`src/logic/dctc_pkg.sv`:
```
// Purpose: shared constants for the dual counter/timer and clock select block
// Assumes: byte-wide special function register bus on the system clock
// Notes:   bit positions are ints, field codes are sized to their fields
package dctc_pkg;

  // register byte addresses
  localparam logic [7:0] ADDR_RUN_FLAG   = 8'h88;
  localparam logic [7:0] ADDR_MODE       = 8'h89;
  localparam logic [7:0] ADDR_ZERO_LOW   = 8'h8A;
  localparam logic [7:0] ADDR_ONE_LOW    = 8'h8B;
  localparam logic [7:0] ADDR_ZERO_HIGH  = 8'h8C;
  localparam logic [7:0] ADDR_ONE_HIGH   = 8'h8D;
  localparam logic [7:0] ADDR_CLOCK_SEL  = 8'h8E;
  localparam logic [7:0] RESET_BYTE      = 8'h00;

  // timer_mode_select fields
  localparam int MODE_ONE_GATE   = 7;
  localparam int MODE_ONE_CT     = 6;
  localparam int MODE_ONE_HI     = 5;
  localparam int MODE_ONE_LO     = 4;
  localparam int MODE_ZERO_GATE  = 3;
  localparam int MODE_ZERO_CT    = 2;
  localparam int MODE_ZERO_HI    = 1;
  localparam int MODE_ZERO_LO    = 0;

  // timer_clock_select fields
  localparam int CLK_THREE_HIGH  = 7;
  localparam int CLK_THREE_LOW   = 6;
  localparam int CLK_TWO_HIGH    = 5;
  localparam int CLK_TWO_LOW     = 4;
  localparam int CLK_ONE_SYS     = 3;
  localparam int CLK_ZERO_SYS    = 2;
  localparam int CLK_SCALE_HI    = 1;
  localparam int CLK_SCALE_LO    = 0;

  // timer_run_flag_register fields
  localparam int RUN_ONE_FLAG    = 7;
  localparam int RUN_ONE_RUN     = 6;
  localparam int RUN_ZERO_FLAG   = 5;
  localparam int RUN_ZERO_RUN    = 4;

  // mode field codes
  localparam logic [1:0] MODE_13BIT  = 2'h0;
  localparam logic [1:0] MODE_16BIT  = 2'h1;
  localparam logic [1:0] MODE_RELOAD = 2'h2;
  localparam logic [1:0] MODE_SPLIT  = 2'h3;

  // prescale field codes
  localparam logic [1:0] SCALE_DIV12 = 2'h0;
  localparam logic [1:0] SCALE_DIV4  = 2'h1;
  localparam logic [1:0] SCALE_DIV48 = 2'h2;
  localparam logic [1:0] SCALE_EXT8  = 2'h3;

  // divider ratios
  localparam int unsigned DIV_SHORT  = 4;
  localparam int unsigned DIV_MID    = 12;
  localparam int unsigned DIV_LONG   = 48;
  localparam int unsigned DIV_EXT    = 8;
  localparam int          DIV_WIDTH  = 6;
  localparam int          EXT_WIDTH  = 3;

endpackage

```
`src/logic/dctc_tick_if.sv`:
```
// Purpose: carries the one-cycle rate enables from the prescaler to the timers
// Assumes: every enable is a single system clock pulse
// Notes:   the external rate is already in the system clock domain
`timescale 1ns/1ps
interface dctc_tick_if;
  logic div4;
  logic div12;
  logic div48;
  logic ext_div8;

  modport source (output div4, output div12, output div48, output ext_div8);
  modport sink   (input div4, input div12, input div48, input ext_div8);
endinterface

```
`src/logic/dctc_timer.sv`:
```
// Purpose: two counter/timers with mode, gating and clock selection, plus rate enables
//          for the two timers that live elsewhere
// Assumes: byte register bus on clk; polarity and external clock choice inputs are
//          registers on clk; count pins and interrupt lines are asynchronous
// Notes:   read data is registered and appears one cycle after the read strobe
`timescale 1ns/1ps
module dctc_timer
  import dctc_pkg::*;
(
  input  wire logic       clk,
  input  wire logic       nrst,
  input  wire logic [7:0] sfr_addr,
  input  wire logic       sfr_wr,
  input  wire logic       sfr_rd,
  input  wire logic [7:0] sfr_wdata,
  output logic      [7:0] sfr_rdata,
  input  wire logic       timer_zero_count_pin,
  input  wire logic       timer_one_count_pin,
  input  wire logic       ext_irq_zero_line,
  input  wire logic       ext_irq_one_line,
  input  wire logic       ext_irq_zero_polarity,
  input  wire logic       ext_irq_one_polarity,
  input  wire logic       ext_clock_pin,
  input  wire logic       timer_two_extclk_choice,
  input  wire logic       timer_three_extclk_choice,
  input  wire logic       zero_vector_ack,
  input  wire logic       one_vector_ack,
  output logic            timer_zero_overflow_flag,
  output logic            timer_one_overflow_flag,
  output logic            timer_one_overflow_tick,
  output logic            timer_two_low_tick,
  output logic            timer_two_high_tick,
  output logic            timer_three_low_tick,
  output logic            timer_three_high_tick
);

  dctc_tick_if ticks ();

  logic [7:0]  timer_mode_select;
  logic [7:0]  timer_clock_select;
  logic [7:0]  timer_zero_count_low;
  logic [7:0]  timer_zero_count_high;
  logic [7:0]  timer_one_count_low;
  logic [7:0]  timer_one_count_high;
  logic        timer_zero_run;
  logic        timer_one_run;
  logic [3:0]  pin_meta;
  logic [3:0]  pin_sync;
  logic [3:0]  pin_prev;
  logic [7:0]  read_mux;
  logic [7:0]  next_zero_low;
  logic [7:0]  next_zero_high;
  logic [7:0]  next_one_low;
  logic [7:0]  next_one_high;
  logic        next_zero_flag;
  logic        next_one_flag;

  dctc_prescaler u_prescaler (
    .clk           (clk),
    .nrst          (nrst),
    .ext_clock_pin (ext_clock_pin),
    .ticks         (ticks.source)
  );

  // 13, 16, reload or split-low step; result is {carry, high, low}
  function automatic logic [16:0] dctc_step(input logic [1:0] mode,
                                            input logic [7:0] lo,
                                            input logic [7:0] hi,
                                            input logic       inc);
    logic [13:0] s13;
    logic [16:0] s16;
    logic [8:0]  s8;
    logic [16:0] res;
    s13 = {1'b0, hi, lo[4:0]} + 14'h0001;
    s16 = {1'b0, hi, lo} + 17'h00001;
    s8  = {1'b0, lo} + 9'h001;
    res = {1'b0, hi, lo};
    if (inc)
    begin
      case (mode)
        // upper three low bits are left as they are
        MODE_13BIT:  res = {s13[13], s13[12:5], lo[7:5], s13[4:0]};
        MODE_16BIT:  res = s16;
        MODE_RELOAD: res = {s8[8], hi, s8[8] ? hi : s8[7:0]};
        default:     res = {s8[8], hi, s8[7:0]};
      endcase
    end
    return res;
  endfunction

  // address match, shared by the write strobes
  function automatic logic dctc_hit(input logic [7:0] addr, input logic [7:0] target);
    return addr == target;
  endfunction

  // pins and irq lines: two flops, then a third for the falling edge
  for (genvar i = 0; i < 4; i++)
  begin : g_sync
    wire pin_in = (i == 0) ? timer_zero_count_pin :
                  (i == 1) ? timer_one_count_pin :
                  (i == 2) ? ext_irq_zero_line : ext_irq_one_line;
    always_ff @(posedge clk or negedge nrst)
    begin
      if (!nrst)
      begin
        pin_meta[i] <= 1'b0;
        pin_sync[i] <= 1'b0;
        pin_prev[i] <= 1'b0;
      end
      else
      begin
        pin_meta[i] <= pin_in;
        pin_sync[i] <= pin_meta[i];
        pin_prev[i] <= pin_sync[i];
      end
    end
  end

  // write strobes
  wire wr_flag = sfr_wr & dctc_hit(sfr_addr, ADDR_RUN_FLAG);
  wire wr_mode = sfr_wr & dctc_hit(sfr_addr, ADDR_MODE);
  wire wr_zl   = sfr_wr & dctc_hit(sfr_addr, ADDR_ZERO_LOW);
  wire wr_ol   = sfr_wr & dctc_hit(sfr_addr, ADDR_ONE_LOW);
  wire wr_zh   = sfr_wr & dctc_hit(sfr_addr, ADDR_ZERO_HIGH);
  wire wr_oh   = sfr_wr & dctc_hit(sfr_addr, ADDR_ONE_HIGH);
  wire wr_clk  = sfr_wr & dctc_hit(sfr_addr, ADDR_CLOCK_SEL);

  // field views
  wire [1:0] zero_mode  = timer_mode_select[MODE_ZERO_HI:MODE_ZERO_LO];
  wire [1:0] one_mode   = timer_mode_select[MODE_ONE_HI:MODE_ONE_LO];
  wire       zero_gate  = timer_mode_select[MODE_ZERO_GATE];
  wire       one_gate   = timer_mode_select[MODE_ONE_GATE];
  wire       zero_ct    = timer_mode_select[MODE_ZERO_CT];
  wire       one_ct     = timer_mode_select[MODE_ONE_CT];
  wire [1:0] scale      = timer_clock_select[CLK_SCALE_HI:CLK_SCALE_LO];
  wire       zero_split = (zero_mode == MODE_SPLIT);

  // falling edges on the count pins; polarity bit 1 means active high
  wire zero_fall   = pin_prev[0] & ~pin_sync[0];
  wire one_fall    = pin_prev[1] & ~pin_sync[1];
  wire zero_irq_on = (pin_sync[2] == ext_irq_zero_polarity);
  wire one_irq_on  = (pin_sync[3] == ext_irq_one_polarity);

  // shared prescaled rate; external / 8 comes in already synchronised
  wire presc_tick = (scale == SCALE_DIV12) ? ticks.div12 :
                    (scale == SCALE_DIV4)  ? ticks.div4 :
                    (scale == SCALE_DIV48) ? ticks.div48 : ticks.ext_div8;

  // timer function clocks: sysclk when the select bit is 1, else prescaled
  wire zero_timer_clk = timer_clock_select[CLK_ZERO_SYS] ? 1'b1 : presc_tick;
  wire one_timer_clk  = timer_clock_select[CLK_ONE_SYS] ? 1'b1 : presc_tick;

  // timer zero: gating, clock source, and the split high byte
  wire zero_enable = timer_zero_run & (~zero_gate | zero_irq_on);
  wire zero_clk    = zero_ct ? zero_fall : zero_timer_clk;
  wire zero_inc    = zero_enable & zero_clk;
  wire high_inc    = zero_split & timer_one_run & zero_timer_clk;

  // timer one: in split mode it cannot count pins and runs unless its own mode is 3
  wire one_gated   = timer_one_run & (~one_gate | one_irq_on);
  wire one_enable  = zero_split ? 1'b1 : one_gated;
  wire one_clk     = (one_ct & ~zero_split) ? one_fall : one_timer_clk;
  wire one_inc     = one_enable & one_clk & (one_mode != MODE_SPLIT);

  wire [16:0] zero_step = dctc_step(zero_mode, timer_zero_count_low,
                                    timer_zero_count_high, zero_inc);
  wire [16:0] one_step  = dctc_step(one_mode, timer_one_count_low,
                                    timer_one_count_high, one_inc);
  wire [8:0]  high_sum  = {1'b0, timer_zero_count_high} + 9'h001;

  wire zero_ovf = zero_step[16];
  wire high_ovf = high_inc & high_sum[8];
  wire one_ovf  = one_step[16];
  // in split mode the high byte owns the timer one flag
  wire one_flag_set = zero_split ? high_ovf : one_ovf;

  // a write beats the increment in the same cycle
  assign next_zero_low  = wr_zl ? sfr_wdata : zero_step[7:0];
  assign next_zero_high = wr_zh ? sfr_wdata :
                          zero_split ? (high_inc ? high_sum[7:0] : timer_zero_count_high) :
                          zero_step[15:8];
  assign next_one_low   = wr_ol ? sfr_wdata : one_step[7:0];
  assign next_one_high  = wr_oh ? sfr_wdata : one_step[15:8];

  // hardware set wins over a software or vector clear in the same cycle
  assign next_zero_flag = zero_ovf | (wr_flag ? sfr_wdata[RUN_ZERO_FLAG] :
                          (timer_zero_overflow_flag & ~zero_vector_ack));
  assign next_one_flag  = one_flag_set | (wr_flag ? sfr_wdata[RUN_ONE_FLAG] :
                          (timer_one_overflow_flag & ~one_vector_ack));

  // count registers
  always_ff @(posedge clk or negedge nrst)
  begin
    if (!nrst)
    begin
      timer_zero_count_low  <= RESET_BYTE;
      timer_zero_count_high <= RESET_BYTE;
      timer_one_count_low   <= RESET_BYTE;
      timer_one_count_high  <= RESET_BYTE;
    end
    else
    begin
      timer_zero_count_low  <= next_zero_low;
      timer_zero_count_high <= next_zero_high;
      timer_one_count_low   <= next_one_low;
      timer_one_count_high  <= next_one_high;
    end
  end

  // configuration, run bits and flags; run does not clear the count
  always_ff @(posedge clk or negedge nrst)
  begin
    if (!nrst)
    begin
      timer_mode_select        <= RESET_BYTE;
      timer_clock_select       <= RESET_BYTE;
      timer_zero_run           <= 1'b0;
      timer_one_run            <= 1'b0;
      timer_zero_overflow_flag <= 1'b0;
      timer_one_overflow_flag  <= 1'b0;
    end
    else
    begin
      if (wr_mode)
        timer_mode_select <= sfr_wdata;
      if (wr_clk)
        timer_clock_select <= sfr_wdata;
      if (wr_flag)
      begin
        timer_zero_run <= sfr_wdata[RUN_ZERO_RUN];
        timer_one_run  <= sfr_wdata[RUN_ONE_RUN];
      end
      timer_zero_overflow_flag <= next_zero_flag;
      timer_one_overflow_flag  <= next_one_flag;
    end
  end

  // read decode; the low nibble of the run/flag byte belongs to the irq logic
  always_comb
  begin
    read_mux = RESET_BYTE;
    if (sfr_addr == ADDR_RUN_FLAG)
      read_mux = {timer_one_overflow_flag, timer_one_run,
                  timer_zero_overflow_flag, timer_zero_run, 4'h0};
    else if (sfr_addr == ADDR_MODE)
      read_mux = timer_mode_select;
    else if (sfr_addr == ADDR_ZERO_LOW)
      read_mux = timer_zero_count_low;
    else if (sfr_addr == ADDR_ONE_LOW)
      read_mux = timer_one_count_low;
    else if (sfr_addr == ADDR_ZERO_HIGH)
      read_mux = timer_zero_count_high;
    else if (sfr_addr == ADDR_ONE_HIGH)
      read_mux = timer_one_count_high;
    else if (sfr_addr == ADDR_CLOCK_SEL)
      read_mux = timer_clock_select;
  end

  // read data holds until the next read strobe
  always_ff @(posedge clk or negedge nrst)
  begin
    if (!nrst)
      sfr_rdata <= RESET_BYTE;
    else if (sfr_rd)
      sfr_rdata <= read_mux;
  end

  // rate enables for the two outside timers; their split decision is made there
  wire two_ext   = timer_two_extclk_choice ? ticks.ext_div8 : ticks.div12;
  wire three_ext = timer_three_extclk_choice ? ticks.ext_div8 : ticks.div12;

  always_ff @(posedge clk or negedge nrst)
  begin
    if (!nrst)
    begin
      timer_two_low_tick      <= 1'b0;
      timer_two_high_tick     <= 1'b0;
      timer_three_low_tick    <= 1'b0;
      timer_three_high_tick   <= 1'b0;
      timer_one_overflow_tick <= 1'b0;
    end
    else
    begin
      timer_two_low_tick      <= timer_clock_select[CLK_TWO_LOW] | two_ext;
      timer_two_high_tick     <= timer_clock_select[CLK_TWO_HIGH] | two_ext;
      timer_three_low_tick    <= timer_clock_select[CLK_THREE_LOW] | three_ext;
      timer_three_high_tick   <= timer_clock_select[CLK_THREE_HIGH] | three_ext;
      timer_one_overflow_tick <= one_ovf; // still runs baud rates in split mode
    end
  end

  wire zero_quiet = !wr_zl && !wr_zh;
  wire one_quiet  = !wr_ol && !wr_oh;
endmodule

```
`src/logic/dctc_prescaler.sv`:
```
// Purpose: produces the divided system clock enables and the external clock / 8 enable
// Assumes: ext_clock_pin is asynchronous and slower than half the system clock
// Notes:   every enable is a registered one-cycle pulse
`timescale 1ns/1ps
module dctc_prescaler
  import dctc_pkg::*;
#(
  parameter int unsigned DIV_LIST [3] = '{DIV_SHORT, DIV_MID, DIV_LONG},
  parameter int unsigned EXT_RATIO    = DIV_EXT
)
(
  input  wire logic   clk,
  input  wire logic   nrst,
  input  wire logic   ext_clock_pin,
  dctc_tick_if.source ticks
);

  logic [2:0]           div_tick;
  logic                 ext_meta;
  logic                 ext_sync;
  logic                 ext_prev;
  logic                 ext_rise;
  logic [EXT_WIDTH-1:0] ext_count;
  logic                 ext_tick;

  // one free-running counter per ratio; separate counters keep each phase simple
  for (genvar i = 0; i < 3; i++)
  begin : g_div
    logic [DIV_WIDTH-1:0] count;
    wire                  wrap = (count == DIV_WIDTH'(DIV_LIST[i] - 1));
    always_ff @(posedge clk or negedge nrst)
    begin
      if (!nrst)
      begin
        count       <= '0;
        div_tick[i] <= 1'b0;
      end
      else
      begin
        count       <= wrap ? '0 : count + 1'b1;
        div_tick[i] <= wrap;
      end
    end
  end

  // external clock passes two flops before the edge detector sees it
  always_ff @(posedge clk or negedge nrst)
  begin
    if (!nrst)
    begin
      ext_meta <= 1'b0;
      ext_sync <= 1'b0;
      ext_prev <= 1'b0;
    end
    else
    begin
      ext_meta <= ext_clock_pin;
      ext_sync <= ext_meta;
      ext_prev <= ext_sync;
    end
  end

  assign ext_rise = ext_sync & ~ext_prev;

  // divide synchronised rising edges by the external ratio
  always_ff @(posedge clk or negedge nrst)
  begin
    if (!nrst)
    begin
      ext_count <= '0;
      ext_tick  <= 1'b0;
    end
    else
    begin
      ext_tick <= ext_rise && (ext_count == EXT_WIDTH'(EXT_RATIO - 1));
      if (ext_rise)
        ext_count <= ext_count + 1'b1;
    end
  end

  assign ticks.div4     = div_tick[0];
  assign ticks.div12    = div_tick[1];
  assign ticks.div48    = div_tick[2];
  assign ticks.ext_div8 = ext_tick;
endmodule

```
`config.mk`:
```
export PLATFORM = sky130hd
export DESIGN_NAME = dctc_timer
export DESIGN_NICKNAME = d
export VERILOG_FILES = /design/src/logic/dctc_pkg.sv /design/src/logic/dctc_tick_if.sv /design/src/logic/dctc_timer.sv /design/src/logic/dctc_prescaler.sv
export SDC_FILE = /design/constraint.sdc
export NUM_CORES = 1
export LEC_CHECK = 0
export BUFFER_PORTS_ARGS = -buffer_cell sky130_fd_sc_hd__buf_2
export CELL_PAD_IN_SITES_DETAIL_PLACEMENT = 1
export CELL_PAD_IN_SITES_GLOBAL_PLACEMENT = 2
export CORE_ASPECT_RATIO = 1.4
export CORE_MARGIN = 2
export CORE_UTILIZATION = 38
export CTS_CLUSTER_DIAMETER = 150
export DETAILED_ROUTE_END_ITERATION = 6
export GPL_TIMING_DRIVEN = 0
export HOLD_SLACK_MARGIN = 0.12
export PLACE_DENSITY = 0.75
export SYNTH_ARGS = -nofsm -noshare
export SYNTH_HDL_FRONTEND = slang
export SYNTH_SLANG_ARGS = --single-unit
```
`constraint.sdc`:
```
create_clock -name clk -period 3.1 [get_ports clk]
set_clock_uncertainty 0.2 [all_clocks]
set_input_delay 0 -clock clk [delete_from_list [all_inputs] [get_ports clk]]
set_output_delay 0 -clock clk [all_outputs]
set_load 0.01 [all_outputs]
```
### After elaboration in Yosys (flattened, before gate mapping)

Cells that the tools add are included.

* word-level logic and storage cells: 162
* input port bits: 31
* flip-flop bits (word level): 103

* bitwise logic cells: 37
* equality and inequality tests: 26
* multiplexer cells: 35
* add/subtract/negate cells: 11
* reduce and logical (&&, ||, !) cells: 14

Operators with widths (count)
* 8-bit two-way mux: 15
* 17-bit case mux with 3 select lines: 2
* 8-bit equality test (second input constant): 7
* 16-bit by 1-bit adder with 17-bit output (second input constant): 2
* 17-bit two-way mux: 2
* 13-bit by 1-bit adder with 14-bit output (second input constant): 2
* 8-bit by 1-bit adder with 9-bit output (second input constant): 3
* 1-bit AND: 21
* 6-bit by 1-bit adder with 6-bit output (second input constant): 3
* 6-bit two-way mux: 3
* 1-bit two-way mux: 13
* 2-bit equality test (second input constant): 4
* 2-bit inequality test (second input constant): 4
* 1-bit inverter: 8
* 1-bit OR: 8
* 2-bit by 1-bit equality test with 1-bit output (second input constant): 3
* 6-bit by 2-bit equality test with 1-bit output (second input constant): 1
* 6-bit by 4-bit equality test with 1-bit output (second input constant): 1
* 6-bit equality test (second input constant): 1
* 2-bit zero test: 3
* 2-bit nonzero test: 3
* 3-bit nonzero test: 2
* 2-bit AND reduction: 2
* 4-bit AND reduction: 1
* other kinds (8): 9

### Longest topological paths before layout

Gate-level depths: netlist (run 1).

* depth in word-level cells: 11
* mapped depth: 8

### By module

Synthesis (run 1) repeated with hierarchy kept, for this count alone.

* cell total of the unflattened synthesis: 610
* area, all modules: 5718.0 um2

By module, submodules not included
* dctc_timer: cells each 531, area an instance 4673.2 um2, instances 1
* dctc_prescaler: cells each 79, area an instance 1044.8 um2, instances 1

### Worst setup path before layout (run 1)

Ideal clock, no wire load.

* path type: register to register
* from: register timer_one_count_low[0]
* to: register timer_one_count_low[0]
* arrival: 1.882 ns
* path buffers: 0
* path slack: 0.888 ns
* stages on the path, launching flop included: 8
* path through: dfrtp_1 ha_1 nand4_1 nor4_2 nor2_1 mux2_2 a31oi_1 o21ai_0

* longest elaborated chain between the ends: 5
* elaborated cells on any way between the ends: 7
* those cells by class: add/sub (3); mux (4)

RTL lines
* start: declaration: line dctc_timer.sv:43 `logic [7:0] timer_one_count_low;`
* start signal: assignment: line dctc_timer.sv:205 `timer_one_count_low <= next_one_low;`
* 8-bit by 1-bit adder with 9-bit output: line dctc_timer.sv:76 `s8 = {1'b0, lo} + 9'h001;`
* 8-bit two-way mux: line dctc_timer.sv:84 `MODE_RELOAD: res = {s8[8], hi, s8[8] ? hi : s8[7:0]};`
* 17-bit case mux with 3 select lines *: line dctc_timer.sv:80 `case (mode)`
* 17-bit two-way mux *: line dctc_timer.sv:78 `if (inc)`
* 8-bit two-way mux *: line dctc_timer.sv:182 `assign next_one_low = wr_ol ? sfr_wdata : one_step[7:0];`

Every way passes the cells marked *; elsewhere a longest branch is shown, timed or not. The select of a mux whose other input is x is not followed.
A chain may end at the register's enable or synchronous reset.

### Worst setup path after layout (run 1)

* from: register timer_one_count_low[1]
* to: register timer_one_count_low[0]

* longest elaborated chain between the ends: 5

RTL lines (line)
* 8-bit by 1-bit adder with 9-bit output: dctc_timer.sv:76
* 8-bit two-way mux: dctc_timer.sv:84
* 17-bit case mux with 3 select lines: dctc_timer.sv:80
* 17-bit two-way mux: dctc_timer.sv:78
* 8-bit two-way mux: dctc_timer.sv:182

No other way between the ends. The select of a mux whose other input is x is not followed.

==> results of run 1 <==
## layout make-up
type                            instances  area [sq um]  area share
Sequential cell                       103          2577      0.3816
Timing Repair Buffer                   81         623.1     0.09224
Multi-Input combinational cell        440          2858      0.4230
Clock buffer                            9         225.2     0.03334
Clock inverter                          7         88.84     0.01315
Tap cell                              189         236.5     0.03501
Buffer                                 25         112.6     0.01667
Inverter                                9         33.78    0.005001
## power by group
part / internal (mW) / switching [mW]
registers: 1.48 / 0.211
clock network: 0.588 / 0.612
logic: 0.283 / 0.336
total: 2.35 / 1.16
## worst register-to-register path, stage by stage (launching register included)
cell	delay [ns]
dfrtp_1	0.51
ha_1	0.35
nand4_1	0.29
nor4_2	0.77
nor2_1	0.07
mux2_2	0.28
a31oi_1	0.14
o21ai_0	0.09
## layout by cell type, fill, tap and decap left out, drive strengths merged, types with 10 or more instances in the layout
| cell | n |
|---|---|
| a31oi | 11 |
| nor2 | 51 |
| and3 | 14 |
| o21ai | 47 |
| clkbuf | 24 |
| nand3 | 24 |
| a21oi | 31 |
| mux2 | 25 |
| inv | 13 |
| dlygate4sd3 | 34 |
| nand2b | 10 |
| buf | 57 |
| nand2 | 62 |
| nor3 | 11 |
| xor2 | 12 |
| xnor2 | 13 |
| mux2i | 17 |
| dfrtp | 103 |
## sequential cells by signal (all words and copies together), names as in the netlist, 2 cells and up
register,flops
timer_mode_select,8
pin_meta,4
timer_one_count_low,8
pin_prev,2
timer_zero_count_low,8
sfr_rdata,8
timer_zero_count_high,8
timer_one_count_high,8
u_prescaler.ext_count,3
pin_sync,4
timer_clock_select,8
u_prescaler.g_div.count,18
## logic make-up after synthesis
kind of cell | synth area share
AOI/OAI and AO/OA | 0.1809
xor gates and xnor gates | 0.03923
adders and majority gates | 0.01793
buffers and inverters | 0.02623
DFF | 0.4618
muxes | 0.08966
and+or+nand+nor | 0.1843
## synthesized netlist by cell type, types with 3 or more instances
cell,count
buf_2,8
nand2_1,62
and2_1,7
a211oi_1,4
nor3_1,11
a21oi_1,31
mux2i_1,17
a22oi_1,5
o21ai_0,44
nor2_1,51
a21o_1,7
dfrtp_1,103
mux2_2,24
nand2b_1,10
xnor2_1,13
o211ai_1,8
inv_1,8
nor4_1,3
a31o_2,4
ha_1,8
clkbuf_1,14
o31ai_1,5
nor2b_1,6
a211o_1,4
nand4_1,6
nor3b_1,4
a31oi_1,11
nand3_1,24
a222oi_1,3
and3_1,14
xor2_1,12
a311oi_1,4
## metal layers
layer	vias to the layer above	wire length [um]	GRT usage
li1	2296	-	-
met1	2487	7233	0.2792
met2	107	10030	0.4660
met3	44	521	0.03307
met4	0	884	0.1221
met5	-	0	0
## worst paths after layout
path	slack [ns]	endpoint	cells past startpoint	start
max	0.28	timer_one_count_low[0]	7	timer_one_count_low[1]
min	0.15	pin_sync[1]	0	pin_meta[1]
max reg2reg	0.28	timer_one_count_low[0]	7	timer_one_count_low[1]
min reg2reg	0.15	pin_sync[1]	0	pin_meta[1]
max in group asynchronous	1.89	timer_zero_run	4	nrst
min in group asynchronous	0.51	timer_one_count_low[0]	4	nrst
==> impl_metrics.py, run 1 <==
metrics = {
    "outcome": {
        "status": "completed",
    },
    "setup_path": {
        "crit_slowest_cell": "nor4_2",
        "slowest_delay_ns": 0.76,
        "crit_arrival_ns": 2.86,
        "critPathTopFamily": "simple AND/OR/NAND/NOR gates",
        "critPathMaxFanout": 7,
        "critPathCaptureType": "flop",
        "cp-start-kind": "flop",
        "cp_cell_sequence": "ha_1, nand4_1, nor4_2, nor2_1, mux2_2, a31oi_1, o21ai_0",
        "crit_type": "reg2reg",
        "worstPathRequired_ns": 3.14,
        "crit_buf_inv": 0,
    },
    "timing": {
        "fmax_ghz": 0.3546,
        "max_slew_margin": 0.4482,
        "finalSetupViolCount": 0,
        "hold_viol_final": 0,
        "period_needed_ns": 2.820,
        "rsz0062_at_grt": "no",
        "setup_slack_ns": 0.2801,
        "tns_ns": 0,
        "hold_slack_ns": 0.1512,
        "fin_crit_sh": 0.9096,
        "finalMaxSlewViolations": 0,
        "tightest_slew_ns": 0.8209,
    },
    "run": {
        "cap_violations": 0,
    },
    "route": {
        "drc": 0,
        "drt_wl_total_um": 18670,
        "via_count": 4934,
        "drt-vias-per-instance": 5.717,
        "antenna_left": 0,
        "drt-initial-drc-count": 182,
        "first_pass_iters": 4,
        "wire_per_inst_um": 21.63,
    },
    "synth": {
        "ys.warnings.count": 0,
        "netlist.area_leader.share": 0.4618,
        "ys_async_sr_fraction": 1.000,
        "synthesis.instances": 577,
        "syn_nets": 616,
        "synth_edf_count": 0,
        "synth.distinct_cells": 65,
        "synth_area_per_cell_sq_um": 9.673,
        "ys_ff_latch": 103,
        "syn_area_sq_um": 5582,
        "ys_seq_area_frac": 0.4618,
        "yosys-top-cells-area": "dfrtp_1, mux2_2, nand2_1, o21ai_0, nor2_1",
        "synth_top_area_cell": "dfrtp_1",
        "dominantRegCellSynth": "dfrtp_1",
    },
    "placement": {
        "placed_cell_area_sq_um": 6073,
        "port_buffers": 45,
        "placed_cells": 812,
        "gp_congestion": 0.9146,
        "hpwlAfterDp_um": 14110,
        "dp_slack_ns": 0.2749,
    },
    "die": {
        "die_area_sq_um": 15690,
        "die_h_um": 147.4,
        "die_w_um": 106.4,
        "core_sq_um": 14440,
        "initial_utilization": 0.3864,
        "io_pins": 46,
        "num_rows": 52,
    },
    "finish": {
        "stdcell_area_sq_um": 6755,
        "drive_gt1_frac": 0.1677,
        "fillCellCount": 1698,
        "finalNonFillerCells": 863,
        "area_growth_pct": 21.03,
        "final_util": 0.4677,
        "antenna_cells": 0,
        "layout.nets": 708,
    },
    "clock_network": {
        "holdBufCountCts": 35,
        "clkTransAtPathRegs_ns": 0.08,
        "cts-root-buf": "clkbuf_16",
        "cts_made_buffers": 9,
        "cts.repair.resized": 0,
        "cts_tree": "built",
        "clock-sinks": 103,
        "h-tree-depth": 3,
        "cts.path.max_buffers": 2,
        "clk_latency_ns": 0.37,
        "cts_setup_buffers": 0,
    },
    "grt": {
        "grt_pass1_vias": 5335,
        "grtUsageTotal": 0.2510,
        "antenna_found_initial": 0,
        "grt_overflow": 0,
        "grt_pass1_wl_um": 29810,
        "grt_max_degree": 59,
    },
    "power_and_ir_drop": {
        "power_mw": 3.513,
        "leakage_nw": 2.949,
        "p_per_area_nw_per_um2": 520.1,
        "ir_drop_uv": 359.2,
    },
    "worst_hold_path": {
        "hp-class": "reg2reg",
    },
}
No activity file was read; power rests on OpenSTA's default activity.
==> inputs of run 2 (changes only) <==
--- a/config.mk
+++ b/config.mk
@@ -14,8 +14,8 @@
 export CTS_CLUSTER_DIAMETER = 150
 export DETAILED_ROUTE_END_ITERATION = 6
 export GPL_TIMING_DRIVEN = 0
-export HOLD_SLACK_MARGIN = 0.12
-export PLACE_DENSITY = 0.75
+export PLACE_DENSITY = 0.76
 export SYNTH_ARGS = -nofsm -noshare
 export SYNTH_HDL_FRONTEND = slang
+export SYNTH_HIERARCHICAL = 1
 export SYNTH_SLANG_ARGS = --single-unit
==> impl_metrics.py, run 2 <==
metrics = {
    "outcome": {
        "status": "completed",
    },
    "power_and_ir_drop": {
        "leakage_nw": 2.975,
        "p_per_area_nw_per_um2": 472.0,
        "ir_drop_uv": 384.8,
        "power_mw": 3.180,
    },
    "grt": {
        "grt_overflow": 0,
        "grt_max_degree": 59,
        "grt_pass1_wl_um": 29930,
        "grt_pass1_vias": 5163,
        "grtUsageTotal": 0.2481,
        "antenna_found_initial": 0,
    },
    "setup_path": {
        "rr_worst_depth": 6,
        "worstPathRequired_ns": 3.12,
        "critPathMaxFanout": 7,
        "r2r-end": "timer_zero_count_high[6]",
        "reg2reg_slack_ns": 0.28,
        "critPathCaptureType": "flop",
        "r2r_start": "pin_sync[0]",
        "crit_arrival_ns": 2.84,
        "crit_type": "reg2reg",
        "cp-start-kind": "flop",
    },
    "finish": {
        "top_register": "u_prescaler/g_div.count",
        "finalNonFillerCells": 885,
        "final_util": 0.4536,
        "largest_reg_flops": 18,
        "fillCellCount": 1739,
        "drive_gt1_frac": 0.1414,
        "layout.nets": 727,
        "area_growth_pct": 17.83,
        "layout_commonest_cell": "dfrtp_1",
        "antenna_cells": 0,
        "stdcell_area_sq_um": 6738,
        "layout_common_cells": "dfrtp_1, nor2_1, nand2_1",
    },
    "synth": {
        "synthMostInstantiatedCell": "dfrtp_1",
        "ys_ff_latch": 103,
        "yosys.area_share.adder": 0.01751,
        "synth_top_area_cell": "dfrtp_1",
        "synth_area_per_cell_sq_um": 9.374,
        "syn_nets": 649,
        "synth.area.mux_share": 0.09300,
        "synth_top_family_by_area": "simple AND/OR/NAND/NOR gates",
        "syn_area_sq_um": 5718,
        "dominantRegCellSynth": "dfrtp_1",
        "yosys-top-cells-area": "dfrtp_1, mux2_2, mux2i_1, nor2_1, a21oi_1",
        "ys.warnings.count": 6,
        "synth.distinct_cells": 61,
        "ys_seq_area_frac": 0.4508,
        "synth_edf_count": 0,
        "netlist.area_leader.share": 0.4508,
        "synth_top_cells_by_count": "dfrtp_1, nor2_1, nand2_1",
        "synth-simple-area-share": 0.2090,
        "synth_xor_area_frac": 0.04748,
        "synthesis.instances": 610,
        "synth-compound-area-share": 0.1530,
        "ys_async_sr_fraction": 1.000,
    },
    "die": {
        "core_sq_um": 14850,
        "num_rows": 53,
        "die_w_um": 107.7,
        "die_h_um": 149.1,
        "die_area_sq_um": 16060,
        "io_pins": 46,
        "initial_utilization": 0.3849,
    },
    "clock_network": {
        "clkTransAtPathRegs_ns": 0.09,
        "cts_made_buffers": 9,
        "h-tree-depth": 3,
        "cts.repair.resized": 0,
        "cts.path.max_buffers": 2,
        "cts_tree": "built",
        "clock-sinks": 103,
        "clk_latency_ns": 0.36,
        "cts-root-buf": "clkbuf_16",
    },
    "timing": {
        "fin_crit_sh": 0.9085,
        "finalSetupViolCount": 0,
        "tightest_slew_ns": 0.9554,
        "rsz0062_at_grt": "no",
        "period_needed_ns": 2.816,
        "hold_viol_final": 0,
        "fmax_ghz": 0.3551,
        "tns_ns": 0,
        "max_slew_margin": 0.3582,
        "finalMaxSlewViolations": 0,
    },
    "route": {
        "wl_met1_um": 7949,
        "drt_wl_total_um": 19120,
        "antenna_left": 0,
        "dr_wl_met2_um": 10200,
        "wl_met3_um": 521,
        "dr.max_layer_used": "met4",
        "wire_per_inst_um": 21.60,
        "first_pass_iters": 5,
        "drt-vias-per-instance": 5.671,
        "drt-initial-drc-count": 213,
        "via_count": 5019,
        "drc": 0,
    },
    "worst_hold_path": {
        "hp-class": "in2async",
    },
    "placement": {
        "placed_cell_area_sq_um": 6213,
        "placed_cells": 848,
        "gp_congestion": 0.8875,
        "hpwlAfterDp_um": 14470,
        "port_buffers": 45,
    },
    "run": {
        "cap_violations": 0,
    },
}
==> run 2: changes by cell type in the layout (fill, tap and decap cells not counted), sizes merged, moves of 8 or more <==
cell and delta:
nor2 +12, dlygate4sd3 -13, xnor2 +8, buf -8, mux2i +8, clkbuf +11
o21ai -16, a21oi +12
==> run 2: worst max-delay path, cell delays in order (launching register included) <==
cell,delay (ns)
dfrtp_1,0.39
nand2b_1,0.17
a221oi_1,0.71
nand2_1,0.33
or4_1,0.58
a32oi_1,0.21
o22ai_1,0.11
==> run 2: final cells by class <==
type / count / area, sq um / share of cell area
well taps: 192 / 240.2 / 0.03565
inverters: 13 / 48.80 / 0.007242
multi-input cells: 465 / 2973 / 0.4412
plain buffers: 29 / 118.9 / 0.01764
flip-flops and latches: 103 / 2577 / 0.3825
clock buffers: 9 / 225.2 / 0.03343
repair buffers: 67 / 465.4 / 0.06908
clock inverters: 7 / 88.84 / 0.01318
==> run 2: timing repair <==
action | in CTS | in global routing
hold buffers | 21 | 0
setup buffers | 0 | 0
hold endpoints to repair | 141 | 0
==> run 2: metrics by stage <==
stage	setup WS, ns	hold slack, ns
global route	0.1096	0.06833
global placement	0.3108	-0.09200
CTS	0.2801	0.04823
detailed placement	0.3069	-0.1176
floorplan	0.7963	-0.4956
finish	0.2838	0.02097
==> run 2: worst max-delay path by stage <==
stage	from	to	slack, ns	depth (start not counted)
2_1_floorplan	timer_one_count_low[0]	timer_one_overflow_flag	0.80	7
3_3_place_gp	pin_sync[0]	timer_zero_count_high[6]	0.31	6
3_5_place_dp	pin_sync[0]	timer_zero_count_high[6]	0.31	6
4_1_cts	pin_sync[0]	timer_zero_count_high[6]	0.28	6
5_1_grt	timer_zero_count_low[2]	timer_zero_count_low[1]	0.11	7
6_report	pin_sync[0]	timer_zero_count_high[6]	0.28	6
==> run 2: power breakdown <==
part | internal (mW) | leakage, nW | total, mW | switching, mW
clock | 0.588 | 0.153 | 1.20 | 0.614
combinational | 0.188 | 1.47 | 0.426 | 0.239
sequential | 1.44 | 1.36 | 1.55 | 0.115
==> run 2: logic make-up after synthesis <==
kind of cell / Yosys count
AOI/OAI and AO/OA: 139
xor gates and xnor gates: 31
muxes: 49
buffers and inverters: 42
and+or+nand+nor: 238
DFF: 103
adders and majority gates: 8
==> run 2: per-layer routing <==
layer	vias up	GRT usage
li1	2361	-
met1	2529	0.2991
met2	104	0.4560
met3	25	0.03102
met4	0	0.07436
met5	-	0
==> inputs of run 3 (changes only) <==
--- a/config.mk
+++ b/config.mk
@@ -10,11 +10,11 @@
 export CELL_PAD_IN_SITES_GLOBAL_PLACEMENT = 2
 export CORE_ASPECT_RATIO = 1.4
 export CORE_MARGIN = 2
-export CORE_UTILIZATION = 38
+export CORE_UTILIZATION = 41
 export CTS_CLUSTER_DIAMETER = 150
 export DETAILED_ROUTE_END_ITERATION = 6
 export GPL_TIMING_DRIVEN = 0
-export PLACE_DENSITY = 0.76
+export PLACE_DENSITY = 0.81
 export SYNTH_ARGS = -nofsm -noshare
 export SYNTH_HDL_FRONTEND = slang
 export SYNTH_HIERARCHICAL = 1
==> constraint.sdc (replaced) <==
create_clock -name clk -period 3.6 [get_ports clk]
set_clock_uncertainty 0.2 [all_clocks]
set_input_delay 0 -clock clk [delete_from_list [all_inputs] [get_ports clk]]
set_output_delay 0 -clock clk [all_outputs]
set_load 0.01 [all_outputs]
==> impl_metrics.py, run 3 (synthesis gave the netlist of run 2 again) <==
metrics = {
    "outcome": {
        "status": "finished with violations",
        "violations": "negative hold slack",
    },
    "timing": {
        "setup_slack_ns": 0.5626,
        "finalSetupViolCount": 0,
        "tightest_slew_ns": 0.9452,
        "max_slew_margin": 0.3650,
        "hold_slack_ns": -0.001885,
        "rsz0062_at_grt": "no",
        "period_needed_ns": 3.037,
        "finalMaxSlewViolations": 0,
        "fmax_ghz": 0.3292,
        "hold_viol_final": 3,
        "fin_crit_sh": 0.8437,
        "tns_ns": 0,
    },
    "placement": {
        "gp_congestion": 0.8897,
        "port_buffers": 45,
        "dp_slack_ns": 0.8216,
        "hpwlAfterDp_um": 14310,
    },
    "route": {
        "wire_per_inst_um": 22.06,
        "drt_wl_total_um": 19390,
        "first_pass_iters": 5,
        "antenna_left": 0,
        "drt-vias-per-instance": 5.828,
        "drc": 0,
        "drt-initial-drc-count": 244,
        "via_count": 5123,
    },
    "setup_path": {
        "critPathMaxFanout": 10,
        "cp_cell_sequence": "nand2b_1, a221oi_1, nand2_1, clkbuf_1, nor2_1, mux2i_1, o21ai_0, dlygate4sd3_1",
        "slowest_delay_ns": 0.59,
        "crit_type": "reg2reg",
        "cp-start-kind": "flop",
        "crit_slowest_cell": "dlygate4sd3_1",
        "rr_worst_depth": 8,
        "worstPathRequired_ns": 3.65,
        "crit_arrival_ns": 3.08,
        "critPathCaptureType": "flop",
    },
    "grt": {
        "antenna_found_initial": 0,
        "grtUsageTotal": 0.2651,
        "grt_overflow": 0,
        "grt_max_degree": 62,
        "grt_pass1_wl_um": 30020,
        "grt_pass1_vias": 5388,
    },
    "clock_network": {
        "cts_made_buffers": 9,
        "clk_latency_ns": 0.36,
        "cts-root-buf": "clkbuf_16",
        "cts.path.max_buffers": 2,
        "h-tree-depth": 3,
        "cts_tree": "built",
        "clock-sinks": 103,
        "clkTransAtPathRegs_ns": 0.08,
        "cts.repair.resized": 0,
    },
    "die": {
        "core_sq_um": 13780,
        "die_h_um": 143.7,
        "die_w_um": 103.8,
        "initial_utilization": 0.4149,
        "io_pins": 46,
        "die_area_sq_um": 14920,
        "num_rows": 51,
    },
    "finish": {
        "largest_reg_flops": 18,
        "layout_commonest_cell": "dfrtp_1",
        "top_register": "u_prescaler/g_div.count",
        "area_growth_pct": 17.94,
        "antenna_cells": 0,
        "layout_common_cells": "dfrtp_1, nor2_1, nand2_1",
        "drive_gt1_frac": 0.1412,
        "layout.nets": 728,
    },
    "power_and_ir_drop": {
        "p_int_mw": 1.905,
        "p_switching_uw": 842.5,
        "switching_share": 0.3066,
        "leakage_nw": 2.982,
        "pwr-share-comb": 0.133,
        "pwr-share-seq": 0.487,
        "power_mw": 2.748,
        "ir_drop_uv": 247.2,
        "p_per_area_nw_per_um2": 407.4,
        "clkPwrFrac": 0.380,
    },
    "run": {
        "cap_violations": 0,
    },
    "worst_hold_path": {
        "hp-class": "in2async",
    },
}
## run 3: critical path, delay by kind of cell (launching register included)
kind,cells,cell delay (ns)
mux,1,0.22
simple gates,3,0.57
compound gates,2,0.65
flops,1,0.38
buf+inv,2,0.90
## run 3: worst paths after layout
check,from,slack [ns],end
max,pin_sync[0],0.56,timer_zero_count_low[7]
min,nrst,-0.002,timer_zero_count_low[3]
max reg2reg,pin_sync[0],0.56,timer_zero_count_low[7]
min reg2reg,pin_meta[3],0.16,pin_sync[3]
max in group asynchronous,nrst,2.48,pin_prev[1]
min in group clk,sfr_addr[2],0.04,sfr_rdata[2]
## run 3: cell type report
class	instances	area, sq um
Inverter	13	48.80
Multi-Input combinational cell	465	2973
Clock inverter	7	93.84
Fill cell	1624	7039
Buffer	29	118.9
Clock buffer	9	225.2
Timing Repair Buffer	68	475.5
Sequential cell	103	2577
Tap cell	185	231.5
## run 3: per-stage QoR
step	std cells	area [sq um]	utilization
2_1_floorplan	610	5718	-
3_3_place_gp	840	6175	0.4480
3_5_place_dp	841	6205	0.4502
4_1_cts	879	6744	0.4893
5_1_grt	879	6744	0.4893
6_report	879	6744	0.4893
## run 3: per-layer routing
| layer | wire [um] | track usage | share of wire |
|---|---|---|---|
| met1 | 7906 | 0.3088 | 0.41 |
| met5 | 0 | 0 | 0 |
| met4 | 702 | 0.1195 | 0.036 |
| met2 | 10260 | 0.4879 | 0.53 |
| met3 | 527 | 0.03265 | 0.027 |
## run 3: power by group through the flow
stage                     combinational (mW)  sequential, mW  clock [mW]
after detailed placement               0.352            1.36           0
after CTS                              0.371            1.34        1.06
after global placement                 0.331            1.35           0
final                                  0.366            1.34        1.04
after floorplan                        0.209            1.32           0
after global routing                   0.408            1.35        1.11
## run 3: repair_timing
action                                  in CTS  in global routing
endpoints found under the setup margin       0                  0
hold buffers                                22                  0
hold endpoints to repair                   168                  0
setup buffers                                0                  0
